`config.mk`:
```
export PLATFORM = sky130hd
export DESIGN_NAME = timer16
export DESIGN_NICKNAME = d
export VERILOG_FILES = /design/src/design/timer16_pkg.sv /design/src/design/timer16.sv
export SDC_FILE = /design/constraint.sdc
export NUM_CORES = 1
export LEC_CHECK = 0
export BUFFER_PORTS_ARGS = -buffer_cell sky130_fd_sc_hd__buf_4
export CAP_MARGIN = 20
export CELL_PAD_IN_SITES_DETAIL_PLACEMENT = 0
export CELL_PAD_IN_SITES_GLOBAL_PLACEMENT = 1
export CORE_ASPECT_RATIO = 1.5
export CORE_MARGIN = 2
export CORE_UTILIZATION = 50
export CTS_BUF_LIST = sky130_fd_sc_hd__clkbuf_8
export DETAILED_ROUTE_END_ITERATION = 6
export PLACE_DENSITY_LB_ADDON = 0.1
export REMOVE_ABC_BUFFERS = 1
export SLEW_MARGIN = 10
export SYNTH_ARGS = -nofsm -noshare
export SYNTH_HDL_FRONTEND = slang
export SYNTH_SLANG_ARGS = --single-unit
```
`constraint.sdc`:
```
create_clock -name mclk_i -period 5.65 [get_ports mclk_i]
set_input_delay 1.13 -clock mclk_i [delete_from_list [all_inputs] [get_ports mclk_i]]
set_output_delay 1.13 -clock mclk_i [all_outputs]
set_load 0.1 [all_outputs]
```
`src/design/timer16_pkg.sv`:
```
// Constants, register map and bus carriers for the 16-bit timer/counter.
// Assumes an APB master with 32-bit data; each 8-bit register sits in the low byte of a word.
`default_nettype none
package timer16_pkg;
	// Register indices; byte address is four times the index
	localparam logic [7:0] IDX_FLAGS = 8'h36;
	localparam logic [7:0] IDX_MASK = 8'h6F;
	localparam logic [7:0] IDX_CTRL_A = 8'h80;
	localparam logic [7:0] IDX_CTRL_B = 8'h81;
	localparam logic [7:0] IDX_CTRL_C = 8'h82;
	localparam logic [7:0] IDX_CNT_L = 8'h84;
	localparam logic [7:0] IDX_CNT_H = 8'h85;
	localparam logic [7:0] IDX_CAP_L = 8'h86;
	localparam logic [7:0] IDX_CAP_H = 8'h87;
	localparam logic [7:0] IDX_CMPA_L = 8'h88;
	localparam logic [7:0] IDX_CMPA_H = 8'h89;
	localparam logic [7:0] IDX_CMPB_L = 8'h8A;
	localparam logic [7:0] IDX_CMPB_H = 8'h8B;
	// Field positions
	localparam int B_NF = 7;
	localparam int B_CES = 6;
	localparam int B_FOCA = 7;
	localparam int B_FOCB = 6;
	localparam int B_CAP = 5;
	localparam int B_CMPB = 2;
	localparam int B_CMPA = 1;
	localparam int B_OVF = 0;
	// Writable/readable masks; everything else reads zero
	localparam logic [7:0] CTRL_A_MASK = 8'hF3;
	localparam logic [7:0] CTRL_B_MASK = 8'hDF;
	localparam logic [7:0] IRQ_BITS_MASK = 8'h27;
	// Reset values
	localparam logic [7:0] CTRL_RESET = 8'h00;
	localparam logic [15:0] WORD_RESET = 16'h0000;
	// Prescaler tap masks: tick when the free-running count has all these bits set
	localparam logic [9:0] DIV8_MASK = 10'h007;
	localparam logic [9:0] DIV64_MASK = 10'h03F;
	localparam logic [9:0] DIV256_MASK = 10'h0FF;
	localparam logic [9:0] DIV1024_MASK = 10'h3FF;
	// Clock select codes
	localparam logic [2:0] CS_STOP = 3'h0;
	localparam logic [2:0] CS_DIV1 = 3'h1;
	localparam logic [2:0] CS_DIV8 = 3'h2;
	localparam logic [2:0] CS_DIV64 = 3'h3;
	localparam logic [2:0] CS_DIV256 = 3'h4;
	localparam logic [2:0] CS_DIV1024 = 3'h5;
	localparam logic [2:0] CS_EXT_FALL = 3'h6;
	localparam logic [2:0] CS_EXT_RISE = 3'h7;
	localparam logic [15:0] CNT_MAX = 16'hFFFF;
	// Extra delay of the capture filter, in mclk_i cycles
	localparam int FILTER_DELAY = 4;

	typedef struct packed {
		logic psel;
		logic penable;
		logic pwrite;
		logic [11:0] paddr;
		logic [31:0] pwdata;
		logic [3:0] pstrb;
	} apb_req_t;

	typedef struct packed {
		logic [31:0] prdata;
		logic pready;
		logic pslverr;
	} apb_rsp_t;
endpackage
`default_nettype wire

```
`src/design/timer16.sv`:
```
// 16-bit timer/counter with prescaled or external count clock, capture, two compare channels.
// Assumes an APB master on mclk_i; capture and count pins are asynchronous and are synchronised.
//
// The APB interface to the registers is this design's own decision.
`default_nettype none
module timer16 (
	// Clock and reset
	input wire logic mclk_i,
	input wire logic resetn_i,
	// APB slave
	input wire timer16_pkg::apb_req_t apb_i,
	output timer16_pkg::apb_rsp_t apb_o,
	// Pins
	input wire logic capture_input_pin_i,
	input wire logic external_count_pin_i,
	output logic [1:0] compare_output_pins_o,
	output logic [1:0] compare_output_enable_o,
	// Core side
	input wire logic comparator_out_i,
	input wire logic capture_source_comparator_i,
	input wire logic global_irq_enable_i,
	input wire logic [3:0] irq_ack_i,
	output logic [3:0] irq_request_o
);
	import timer16_pkg::*;

	logic [7:0] ctrl_a, ctrl_b, temp, irq_mask, flags;
	logic [15:0] cnt, cmp_a, cmp_b, cap;
	logic [9:0] presc;
	logic cap_s1, cap_s2, ext_s1, ext_s2, ext_s3;
	logic [2:0] hist;
	logic filt, filt_prev, count_up, block;

	function automatic logic is_pwm(input logic [3:0] m);
		is_pwm = !(m == 4'h0 || m == 4'h4 || m == 4'hC);
	endfunction
	function automatic logic is_phase(input logic [3:0] m);
		is_phase = (m inside {4'h1, 4'h2, 4'h3, 4'h8, 4'h9, 4'hA, 4'hB});
	endfunction
	function automatic logic [15:0] top_of(input logic [3:0] m, input logic [15:0] a,
		input logic [15:0] c);
		case (m)
			4'h1, 4'h5: top_of = 16'h00FF;
			4'h2, 4'h6: top_of = 16'h01FF;
			4'h3, 4'h7: top_of = 16'h03FF;
			4'h4, 4'h9, 4'hB, 4'hF: top_of = a;
			4'h8, 4'hA, 4'hC, 4'hE: top_of = c;
			default: top_of = CNT_MAX;
		endcase
	endfunction
	// Next output level; hit is a compare match or a force, edge is the period restart
	function automatic logic oc_next(input logic cur, input logic [1:0] com, input logic hit,
		input logic edge_top, input logic pwm, input logic phase, input logic up,
		input logic tog_ok);
		oc_next = cur;
		if (!pwm) begin
			if (hit) begin
				case (com)
					2'h1: oc_next = ~cur;
					2'h2: oc_next = 1'b0;
					2'h3: oc_next = 1'b1;
					default: oc_next = cur;
				endcase
			end
		end else if (com == 2'h1) begin
			if (hit && tog_ok)
				oc_next = ~cur;
		end else if (com[1]) begin
			if (hit)
				oc_next = (phase && !up) ? ~com[0] : com[0];
			else if (edge_top && !phase)
				oc_next = ~com[0];
		end
	endfunction

	// Bus decode
	logic [7:0] idx, wbyte, rd_mux;
	logic access, wr_fire, rd_fire, hit_map;
	assign idx = apb_i.paddr[9:2];
	assign wbyte = apb_i.pwdata[7:0];
	assign access = apb_i.psel && apb_i.penable;
	assign wr_fire = access && apb_o.pready && apb_i.pwrite && apb_i.pstrb[0];
	assign rd_fire = access && apb_o.pready && !apb_i.pwrite;
	assign hit_map = (idx inside {IDX_FLAGS, IDX_MASK, IDX_CTRL_A, IDX_CTRL_B, IDX_CTRL_C,
		IDX_CNT_L, IDX_CNT_H, IDX_CAP_L, IDX_CAP_H, IDX_CMPA_L, IDX_CMPA_H, IDX_CMPB_L,
		IDX_CMPB_H}) && apb_i.paddr[11:10] == 2'h0;

	logic [3:0] mode;
	logic [2:0] cs;
	logic pwm, phase, icr_top, cnt_wr, force_a, force_b;
	logic [15:0] top;
	assign mode = {ctrl_b[4:3], ctrl_a[1:0]};
	assign cs = ctrl_b[2:0];
	assign pwm = is_pwm(mode);
	assign phase = is_phase(mode);
	assign top = top_of(mode, cmp_a, cap);
	assign icr_top = (mode inside {4'h8, 4'hA, 4'hC, 4'hE});
	assign cnt_wr = wr_fire && idx == IDX_CNT_L;
	assign force_a = wr_fire && idx == IDX_CTRL_C && wbyte[B_FOCA] && !pwm;
	assign force_b = wr_fire && idx == IDX_CTRL_C && wbyte[B_FOCB] && !pwm;

	always_comb begin
		rd_mux = 8'h00;
		case (idx)
			IDX_FLAGS: rd_mux = flags & IRQ_BITS_MASK;
			IDX_MASK: rd_mux = irq_mask & IRQ_BITS_MASK;
			IDX_CTRL_A: rd_mux = ctrl_a & CTRL_A_MASK;
			IDX_CTRL_B: rd_mux = ctrl_b & CTRL_B_MASK;
			IDX_CTRL_C: rd_mux = 8'h00;
			IDX_CNT_L: rd_mux = cnt[7:0];
			IDX_CAP_L: rd_mux = cap[7:0];
			IDX_CMPA_L: rd_mux = cmp_a[7:0];
			IDX_CMPB_L: rd_mux = cmp_b[7:0];
			IDX_CNT_H, IDX_CAP_H, IDX_CMPA_H, IDX_CMPB_H: rd_mux = temp;
			default: rd_mux = 8'h00;
		endcase
	end

	// Two-cycle access: pready rises in the first access cycle's following edge
	always_ff @(posedge mclk_i or negedge resetn_i) begin
		if (!resetn_i) begin
			apb_o <= '0;
		end else begin
			apb_o.pready <= access && !apb_o.pready;
			apb_o.pslverr <= access && !apb_o.pready && !hit_map;
			if (access && !apb_o.pready)
				apb_o.prdata <= {24'h000000, hit_map ? rd_mux : 8'h00};
		end
	end

	// Shared high-byte latch: high writes park here, low reads fill it
	always_ff @(posedge mclk_i or negedge resetn_i) begin
		if (!resetn_i) begin
			temp <= CTRL_RESET;
		end else if (wr_fire && idx inside {IDX_CNT_H, IDX_CAP_H, IDX_CMPA_H, IDX_CMPB_H}) begin
			temp <= wbyte;
		end else if (rd_fire) begin
			case (idx)
				IDX_CNT_L: temp <= cnt[15:8];
				IDX_CAP_L: temp <= cap[15:8];
				IDX_CMPA_L: temp <= cmp_a[15:8];
				IDX_CMPB_L: temp <= cmp_b[15:8];
				default: temp <= temp;
			endcase
		end
	end

	always_ff @(posedge mclk_i or negedge resetn_i) begin
		if (!resetn_i) begin
			ctrl_a <= CTRL_RESET;
			ctrl_b <= CTRL_RESET;
			irq_mask <= CTRL_RESET;
			cmp_a <= WORD_RESET;
			cmp_b <= WORD_RESET;
		end else if (wr_fire) begin
			case (idx)
				IDX_CTRL_A: ctrl_a <= wbyte & CTRL_A_MASK;
				IDX_CTRL_B: ctrl_b <= wbyte & CTRL_B_MASK;
				IDX_MASK: irq_mask <= wbyte & IRQ_BITS_MASK;
				IDX_CMPA_L: cmp_a <= {temp, wbyte};
				IDX_CMPB_L: cmp_b <= {temp, wbyte};
				default: ctrl_a <= ctrl_a;
			endcase
		end
	end

	// Synchronisers; capture uses the second stage, the count edge detector the second and third
	always_ff @(posedge mclk_i or negedge resetn_i) begin
		if (!resetn_i) begin
			{cap_s1, cap_s2, ext_s1, ext_s2, ext_s3} <= 5'h00;
		end else begin
			cap_s1 <= capture_input_pin_i;
			cap_s2 <= cap_s1;
			ext_s1 <= external_count_pin_i;
			ext_s2 <= ext_s1;
			ext_s3 <= ext_s2;
		end
	end

	// Prescaler and timer tick
	logic tick;
	always_ff @(posedge mclk_i or negedge resetn_i) begin
		if (!resetn_i)
			presc <= 10'h000;
		else
			presc <= presc + 10'h001;
	end
	always_comb begin
		case (cs)
			CS_DIV1: tick = 1'b1;
			CS_DIV8: tick = (presc & DIV8_MASK) == DIV8_MASK;
			CS_DIV64: tick = (presc & DIV64_MASK) == DIV64_MASK;
			CS_DIV256: tick = (presc & DIV256_MASK) == DIV256_MASK;
			CS_DIV1024: tick = presc == DIV1024_MASK;
			CS_EXT_FALL: tick = ext_s3 && !ext_s2;
			CS_EXT_RISE: tick = !ext_s3 && ext_s2;
			default: tick = 1'b0;
		endcase
	end

	// Capture path with optional four-sample filter
	logic raw, lvl, lvl_prev, cap_event;
	assign raw = capture_source_comparator_i ? comparator_out_i : cap_s2;
	always_ff @(posedge mclk_i or negedge resetn_i) begin
		if (!resetn_i) begin
			hist <= 3'h0;
			filt <= 1'b0;
			filt_prev <= 1'b0;
		end else begin
			hist <= {hist[1:0], raw};
			if ({hist, raw} == 4'hF)
				filt <= 1'b1;
			else if ({hist, raw} == 4'h0)
				filt <= 1'b0;
			filt_prev <= filt;
		end
	end
	assign lvl = ctrl_b[B_NF] ? filt : raw;
	assign lvl_prev = ctrl_b[B_NF] ? filt_prev : hist[0];
	assign cap_event = !icr_top && (ctrl_b[B_CES] ? (lvl && !lvl_prev)
		: (!lvl && lvl_prev));

	always_ff @(posedge mclk_i or negedge resetn_i) begin
		if (!resetn_i)
			cap <= WORD_RESET;
		else if (cap_event)
			cap <= cnt;
		else if (wr_fire && idx == IDX_CAP_L)
			cap <= {temp, wbyte};
	end

	// Counter
	logic at_top, at_bot, match_a, match_b;
	assign at_top = cnt == top;
	assign at_bot = cnt == WORD_RESET;
	assign match_a = tick && !block && cnt == cmp_a;
	assign match_b = tick && !block && cnt == cmp_b;
	always_ff @(posedge mclk_i or negedge resetn_i) begin
		if (!resetn_i) begin
			cnt <= WORD_RESET;
			count_up <= 1'b1;
		end else if (cnt_wr) begin
			cnt <= {temp, wbyte};
		end else if (tick) begin
			// Wrap is driven by the top value, never by a forced match
			if (!phase) begin
				cnt <= at_top ? WORD_RESET : cnt + 16'h0001;
			end else if (count_up) begin
				cnt <= at_top ? cnt - 16'h0001 : cnt + 16'h0001;
				count_up <= !at_top;
			end else begin
				cnt <= at_bot ? cnt + 16'h0001 : cnt - 16'h0001;
				count_up <= at_bot;
			end
		end
	end

	// Blocking persists until the next tick so slow prescales are covered too
	always_ff @(posedge mclk_i or negedge resetn_i) begin
		if (!resetn_i)
			block <= 1'b0;
		else if (cnt_wr)
			block <= 1'b1;
		else if (tick)
			block <= 1'b0;
	end

	// Flags: hardware set wins over software or acknowledge clear
	logic [7:0] set_f, clr_f;
	always_comb begin
		set_f = 8'h00;
		set_f[B_CAP] = cap_event || (icr_top && tick && at_top);
		set_f[B_CMPA] = match_a;
		set_f[B_CMPB] = match_b;
		set_f[B_OVF] = tick && (pwm ? (phase ? (at_bot && !count_up) : at_top)
			: cnt == CNT_MAX);
		clr_f = {2'h0, irq_ack_i[3], 2'h0, irq_ack_i[2:0]};
		if (wr_fire && idx == IDX_FLAGS)
			clr_f = clr_f | wbyte;
	end
	always_ff @(posedge mclk_i or negedge resetn_i) begin
		if (!resetn_i)
			flags <= CTRL_RESET;
		else
			flags <= ((flags & ~clr_f) | set_f) & IRQ_BITS_MASK;
	end

	always_ff @(posedge mclk_i or negedge resetn_i) begin
		if (!resetn_i) begin
			irq_request_o <= 4'h0;
		end else begin
			irq_request_o <= {flags[B_CAP], flags[B_CMPB], flags[B_CMPA], flags[B_OVF]}
				& {irq_mask[B_CAP], irq_mask[B_CMPB], irq_mask[B_CMPA], irq_mask[B_OVF]}
				& {4{global_irq_enable_i}};
		end
	end

	// Waveform outputs
	logic wrap;
	assign wrap = tick && at_top;
	always_ff @(posedge mclk_i or negedge resetn_i) begin
		if (!resetn_i) begin
			compare_output_pins_o <= 2'h0;
			compare_output_enable_o <= 2'h0;
		end else begin
			compare_output_pins_o[0] <= oc_next(compare_output_pins_o[0], ctrl_a[7:6],
				match_a || force_a, wrap, pwm, phase, count_up,
				mode inside {4'h9, 4'hB, 4'hE, 4'hF});
			compare_output_pins_o[1] <= oc_next(compare_output_pins_o[1], ctrl_a[5:4],
				match_b || force_b, wrap, pwm, phase, count_up, 1'b0);
			compare_output_enable_o <= {ctrl_a[5:4] != 2'h0, ctrl_a[7:6] != 2'h0};
		end
	end
endmodule
`default_nettype wire

```
==> summary.txt, run 1 <==
Floorplan
  – Placement row count: 58
  – DIE AREA: 18200 um2
  – CORE AREA: 16800 um2
  – Initial Util: 0.510
  – I/O pin count: 104
  – Die Ht: 164 um
  – Chip width: 111 um

Detailed routing
  – Met3 WL: 1400 um
  – DR DRC count: 0
  – DRT iter0 DRCs: 860
  – Metal-1 WL: 11200 um
  – Number of nets with antenna violations after routing: 0
  – Routed met2 length: 14400 um
  – Wire per inst: 24.1 um
  – DR vias: 7643
  – Vias per inst: 6.49
  – Max Used Layer: met4
  – Routed WL: 28400 um
  – Iteration count of the initial detailed-routing pass: 7

Worst hold path
  – Depth of the worst hold-timing path: 0
  – Path type of the worst min-delay path: reg2reg

Clock network
  – Post-CTS Resized: 0
  – Clk Latency, worst-skew pair: 0.47 ns
  – Root Driver: clkbuf_8
  – Postcts setup bufs: 0
  – # H-tree levels: 4
  – Hold_buf cts: 0
  – TritonCTS clock tree: done
  – Clock transition at path regs: 0.10 ns
  – CTS Buf Count: 17
  – Clock Sinks: 133
  – Clock buffer depth: 2

Critical path
  – CP Class: reg2reg
  – Worst Path Max Fanout: 20
  – Worst setup SP type: flop
  – Crit path required time: 6.02 ns
  – R2r worst-path depth: 10
  – WP data arrival: 4.51 ns
  – Critical path capture point type: flop

Outcome
  – Run status: finished clean

Final layout
  – Most frequent cells in the layout: dfrtp_1 (132), buf_4 (65), nand2_1 (64), nor2_1 (60), a21oi_1 (56)
  – Share of cells above drive strength 1: 0.171
  – Layout area overhead: 9.33%
  – Leading cell type in the layout, fill and taps excluded: dfrtp_1
  – Non-Filler Instances: 1177
  – NumNets Final: 1023

Synth
  – Unique cell type count in the Yosys netlist: 80
  – Post-Synthesis Cells: 933
  – Async SR Flop Fraction: 1.00
  – Post-Syn Area per Cell: 9.17 um2
  – Synth Flop Type: dfrtp_1
  – Warnings, synthesis: 0
  – Post-synthesis sequential area ratio: 0.389
  – Syn Std Cell Area: 8550 um2
  – FF+latch count, synth: 133
  – Post-synth EDFFs: 0

Timing
  – Tmin final: 4.14 ns
  – Worst-margin pin slew: 1.08 ns
  – Setup TNS: 0 ns
  – Peak Freq: 0.242 GHz
  – Final Cycle Share: 0.732
  – Slew Limit Headroom: 0.279
  – Final Hold Fails: 0
  – RSZ-0062 raised after global routing: no
  – Finish-stage setup viols: 0
  – Worst hold slack: 0.366 ns
  – Clk_skew: 0.0172 ns
  – Final WS setup: 1.51 ns
  – Slew Viols, Final: 0

GRT
  – Global-route usage over all layers: 0.313
  – Grt total ovfl: 0
  – First-pass GRT wire length: 43900 um
  – Largest net degree at the start of global routing: 83
  – Initial antenna violation count: 0
  – Vias in the first global route: 7500

Placed design
  – Placed cell count: 1143
  – Final GP Congestion: 0.961
  – Placement Setup Slack: 1.58 ns
  – DP HPWL: 20600 um
  – PortBufs: 50

Power
  – Sw Pwr: 0.000664 W
  – Worst vdd ir: 0.000162 V
  – Switching share of power: 0.329
  – Sequential share of power: 0.492
  – Clock power frac: 0.397
  – Power Density: 216 nW/um2
  – Cell Int Power: 0.00136 W
  – Leak: 4.26 nW
  – Gate power share: 0.112

Run
  – Max cap viols: 0
## power groups by stage
stage	registers, W	clock network (W)	logic, W
CTS	0.000992	0.000814	0.000224
global route	0.000995	0.000851	0.000242
detailed placement	0.00101	0	0.000224
floorplan	0.00101	0	0.000145
finish	0.000993	0.000801	0.000225
global placement	0.00101	0	0.000220
## state kept, by name, indices dropped and copies added (netlist names), 6 cells and up
name,count
temp,8
cap,16
cmp_a,16
apb_o,10
presc,10
cnt,16
ctrl_a,6
ctrl_b,7
cmp_b,16
## worst paths after layout
path / startpoint / to / slack [ns]
min in group asynchronous: resetn_i / apb_o[0] / 0.69
min reg2reg: ext_s1 / ext_s2 / 0.37
max: ctrl_a[1] / cnt[6] / 1.51
min: ext_s1 / ext_s2 / 0.37
max in group asynchronous: resetn_i / flags[5] / 3.69
max reg2reg: ctrl_a[1] / cnt[6] / 1.51
## worst max-delay path: stages (launching register included)
cell	delay [ns]
dfrtp_1	0.66
inv_1	0.14
a31oi_1	0.66
a31o_2	0.29
o2111ai_1	0.11
nor4_1	0.84
nand2_2	0.51
a21oi_1	0.27
buf_4	0.23
a221oi_1	0.10
a311oi_1	0.22
## cells by family (layout without fill, tap and decap cells)
| group | count (synthesis) | count (layout) | share of synthesized area |
|---|---|---|---|
| buffers and inverters | 122 | 132 | 0.0668 |
| AO/OA/AOI/OAI | 243 | 243 | 0.203 |
| XOR/XNOR | 52 | 52 | 0.0532 |
| AND/OR/NAND/NOR | 304 | 304 | 0.186 |
| flip-flops | 133 | 133 | 0.389 |
| adder cells (fa/ha/maj) | 8 | 8 | 0.0117 |
| multiplexers | 70 | 70 | 0.0894 |
| other | 1 | 25 | 0.000438 |
## cells in the mapped netlist (all sizes together) (6+ instances only)
master  count  area [um2]
dfrtp     132        3300
nand2      65         246
nor2       60         225
a21oi      57         289
mux2       51         574
clkbuf     45         170
buf        44         278
xor2       36         315
inv        33         124
nor3       32         160
o21ai      32         160
nand3      26         130
nand2b     22         138
a22oi      21         158
nor4       20         140
mux2i      19         190
nand4      17         106
xnor2      16         140
and3       15        93.8
a31oi      14        87.6
o211ai     11        82.6
a221o      10         100
a222oi     10         100
a221oi      8        70.1
and2        8        50.1
ha          8         100
nor2b       8        50.1
a21o        7        52.6
a31o        7        61.3
a32o        7        70.1
a211o       6        52.6
o31ai       6        45.0
## cell type report
cell class | instances | area [um2]
antenna | 1 | 2.50
clock buffer | 17 | 234
clock inverter | 15 | 156
fill | 1570 | 7410
inverter | 33 | 124
multi-input combinational | 701 | 4740
sequential | 133 | 3330
tap | 210 | 263
timing repair buffer | 67 | 504
## stage by stage
| step | instance area, um2 | utilization | power [W] |
|---|---|---|---|
| floorplan | 8190 | - | 0.00115 |
| global placement | 8950 | 0.534 | 0.00123 |
| detailed placement | 8950 | 0.534 | 0.00123 |
| CTS | 9350 | 0.557 | 0.00203 |
| global route | 9350 | 0.558 | 0.00209 |
| finish | 9350 | 0.558 | 0.00202 |
## layer usage
| layer | up-vias | global-route usage |
|---|---|---|
| met5 | - | 0 |
| met4 | 0 | 0.148 |
| met3 | 87 | 0.0446 |
| met2 | 279 | 0.554 |
| met1 | 3813 | 0.378 |
| li1 | 3464 | - |
Power figures use the tool's default switching activity.
==> inputs of run 2 (changes only) <==
Settings changed: CORE_UTILIZATION 50 to 42.
Clock period 5.65 ns to 3.7 ns, I/O delays scaled along.
==> run 2 against run 1 <==
Clock-buffer cell count increased by 4. Via count increased by 2.0%. Hold slack worse by 0.22 ns. Combinational power is 57% higher. First-iteration DRC count fell by 25%. Die area up 18%. Fmax is 22% higher. Final cell count grew 6.9%. Critical path type unchanged.
==> summary.txt, run 2 (same netlist as run 1, synthesis figures left out) <==
Outcome
  – Run status: finished clean (unchanged)

GRT
  – Grt total ovfl: 0 (unchanged)
  – First-pass GRT wire length: 45800 um (was 43900 um)
  – Initial antenna violation count: 0 (unchanged)
  – Vias in the first global route: 7667 (was 7500)
  – Global-route usage over all layers: 0.286 (was 0.313)
  – Largest net degree at the start of global routing: 110 (was 83)

Placed design
  – Placed cell count: 1225 (was 1143)
  – Final GP Congestion: 0.919 (was 0.961)
  – PortBufs: 50 (unchanged)
  – DP HPWL: 22100 um (was 20600 um)

Clock network
  – Clock buffer depth: 2 (unchanged)
  – Postcts setup bufs: 0 (unchanged)
  – Clk Latency, worst-skew pair: 0.46 ns (was 0.47 ns)
  – Root Driver: clkbuf_8 (unchanged)
  – CTS Buf Count: 17 (unchanged)
  – Post-CTS Resized: 0 (unchanged)
  – Clock transition at path regs: 0.08 ns (was 0.10 ns)
  – Clock Sinks: 133 (unchanged)
  – # H-tree levels: 4 (unchanged)
  – Hold_buf cts: 0 (unchanged)
  – TritonCTS clock tree: done (unchanged)

Final layout
  – Layout area overhead: 13.1% (was 9.33%)
  – Non-Filler Instances: 1258 (was 1177)
  – Most frequent cells in the layout: dfrtp_1 (132), buf_4 (97), nand2_1 (64), nor2_1 (60), a21oi_1 (56) (was dfrtp_1 (132), buf_4 (65), nand2_1 (64), nor2_1 (60), a21oi_1 (56))
  – # fillers: 2004 (was 1570)
  – Leading cell type in the layout, fill and taps excluded: dfrtp_1 (unchanged)
  – Share of cells above drive strength 1: 0.195 (was 0.171)
  – Antenna cells: 0 (was 1)
  – NumNets Final: 1055 (was 1023)

Detailed routing
  – Number of nets with antenna violations after routing: 0 (unchanged)
  – Routed WL: 30200 um (was 28400 um)
  – DRT iter0 DRCs: 647 (was 860)
  – DR DRC count: 0 (unchanged)
  – Vias per inst: 6.20 (was 6.49)
  – DR vias: 7796 (was 7643)
  – Wire per inst: 24.0 um (was 24.1 um)
  – Iteration count of the initial detailed-routing pass: 7 (unchanged)

Timing
  – Setup TNS: 0 ns (unchanged)
  – Final Hold Fails: 0 (unchanged)
  – Slew Viols, Final: 0 (unchanged)
  – Tmin final: 3.38 ns (was 4.14 ns)
  – Worst hold slack: 0.149 ns (was 0.366 ns)
  – Finish-stage setup viols: 0 (unchanged)
  – Clk_skew: 0.0117 ns (was 0.0172 ns)
  – Peak Freq: 0.296 GHz (was 0.242 GHz)
  – RSZ-0062 raised after global routing: no (unchanged)
  – Final Cycle Share: 0.914 (was 0.732)
  – Slew Limit Headroom: 0.438 (was 0.279)
  – Worst-margin pin slew: 0.841 ns (was 1.08 ns)

Run
  – Max cap viols: 0 (unchanged)

Critical path
  – Buffers & Inverters on Critical Path: 2 (unchanged)
  – Crit-path max cell delay: 0.66 ns (was 0.84 ns)
  – Worst path most repeated cell: buf_4
  – Critical path capture point type: flop (unchanged)
  – Worst setup SP type: flop (unchanged)
  – FF-to-FF Start: ctrl_b[4] (was ctrl_a[1])
  – Worst Path Max Fanout: 30 (was 20)
  – Crit path required time: 4.05 ns (was 6.02 ns)
  – CP max stage cell: nor4_1 (unchanged)
  – WP data arrival: 3.74 ns (was 4.51 ns)
  – Setup slack, reg-to-reg: 0.32 ns (was 1.51 ns)
  – CP Class: reg2reg (unchanged)
  – Critical path's top delay family: simple AND/OR/NAND/NOR gates (was compound AO/OA/AOI/OAI gates)
  – Crit path cell chain: buf_4 -> nor2b_1 -> buf_4 -> a22oi_1 -> a31o_2 -> o211ai_1 -> nor4_1 -> nand3_1 -> nor3_1 -> a21oi_1 -> mux2_1 (was inv_1 -> a31oi_1 -> a31o_2 -> o2111ai_1 -> nor4_1 -> nand2_2 -> a21oi_1 -> buf_4 -> a221oi_1 -> a311oi_1)
  – Crit path launch: ctrl_b[4] (was ctrl_a[1])

Floorplan
  – Chip width: 121 um (was 111 um)
  – Die Ht: 179 um (was 164 um)
  – DIE AREA: 21500 um2 (was 18200 um2)
  – Initial Util: 0.431 (was 0.510)
  – I/O pin count: 104 (unchanged)
  – CORE AREA: 19900 um2 (was 16800 um2)
  – Placement row count: 63 (was 58)

Power
  – Final Power: 0.00309 W (was 0.00202 W)
  – Cell Int Power: 0.00217 W (was 0.00136 W)
  – Sequential share of power: 0.491 (was 0.492)
  – Worst vdd ir: 0.000256 V (was 0.000162 V)
  – Power Density: 320 nW/um2 (was 216 nW/um2)
  – Switching share of power: 0.297 (was 0.329)
  – Gate power share: 0.114 (was 0.112)
  – Leak: 4.42 nW (was 4.26 nW)
  – Sw Pwr: 0.000917 W (was 0.000664 W)
  – Clock power frac: 0.395 (was 0.397)

Worst hold path
  – Path type of the worst min-delay path: in2async (was reg2reg)
-- run 2: worst paths after layout --
kind                                            end  cells after the start
setup / recovery           compare_output_pins_o[0]                     11
hold / removal                               cap_s1                      1
setup reg to reg           compare_output_pins_o[0]                     11
hold reg to reg                              ext_s2                      0
max in group asynchronous                  presc[5]                      3
min in group mclk_i                          ext_s2                      0
-- run 2: area by class of cell --
type	instances	area, um2	area share
clock inverter	11	100	0.0103
tap	260	325	0.0336
clock buffer	21	289	0.0299
sequential	133	3330	0.344
multi-input combinational	701	4740	0.490
inverter	33	124	0.0128
timing repair buffer	99	767	0.0793
-- run 2: routing by layer --
layer | global-route usage | routed length, um | up-vias
met2 | 0.503 | 15500 | 331
met4 | 0.144 | 1460 | 0
met3 | 0.0544 | 1900 | 73
li1 | - | - | 3522
met5 | 0 | 0 | -
met1 | 0.329 | 11300 | 3870
-- run 2: power by group through the flow --
stage	combinational [W]	clock [W]	sequential (W)
2_1_floorplan	0.000221	0	0.00154
3_3_place_gp	0.000344	0	0.00154
3_5_place_dp	0.000348	0	0.00154
4_1_cts	0.000349	0.00124	0.00152
5_1_grt	0.000380	0.00131	0.00152
6_report	0.000354	0.00122	0.00152
-- run 2: per-stage QoR --
stage                     area (um2)  utilization  setup WS [ns]
after global routing            9670        0.487          0.108
final                           9670        0.487          0.317
after global placement          9260        0.466          0.483
after detailed placement        9260        0.466          0.419
after CTS                       9650        0.486          0.446
after floorplan                 8190            -          0.185
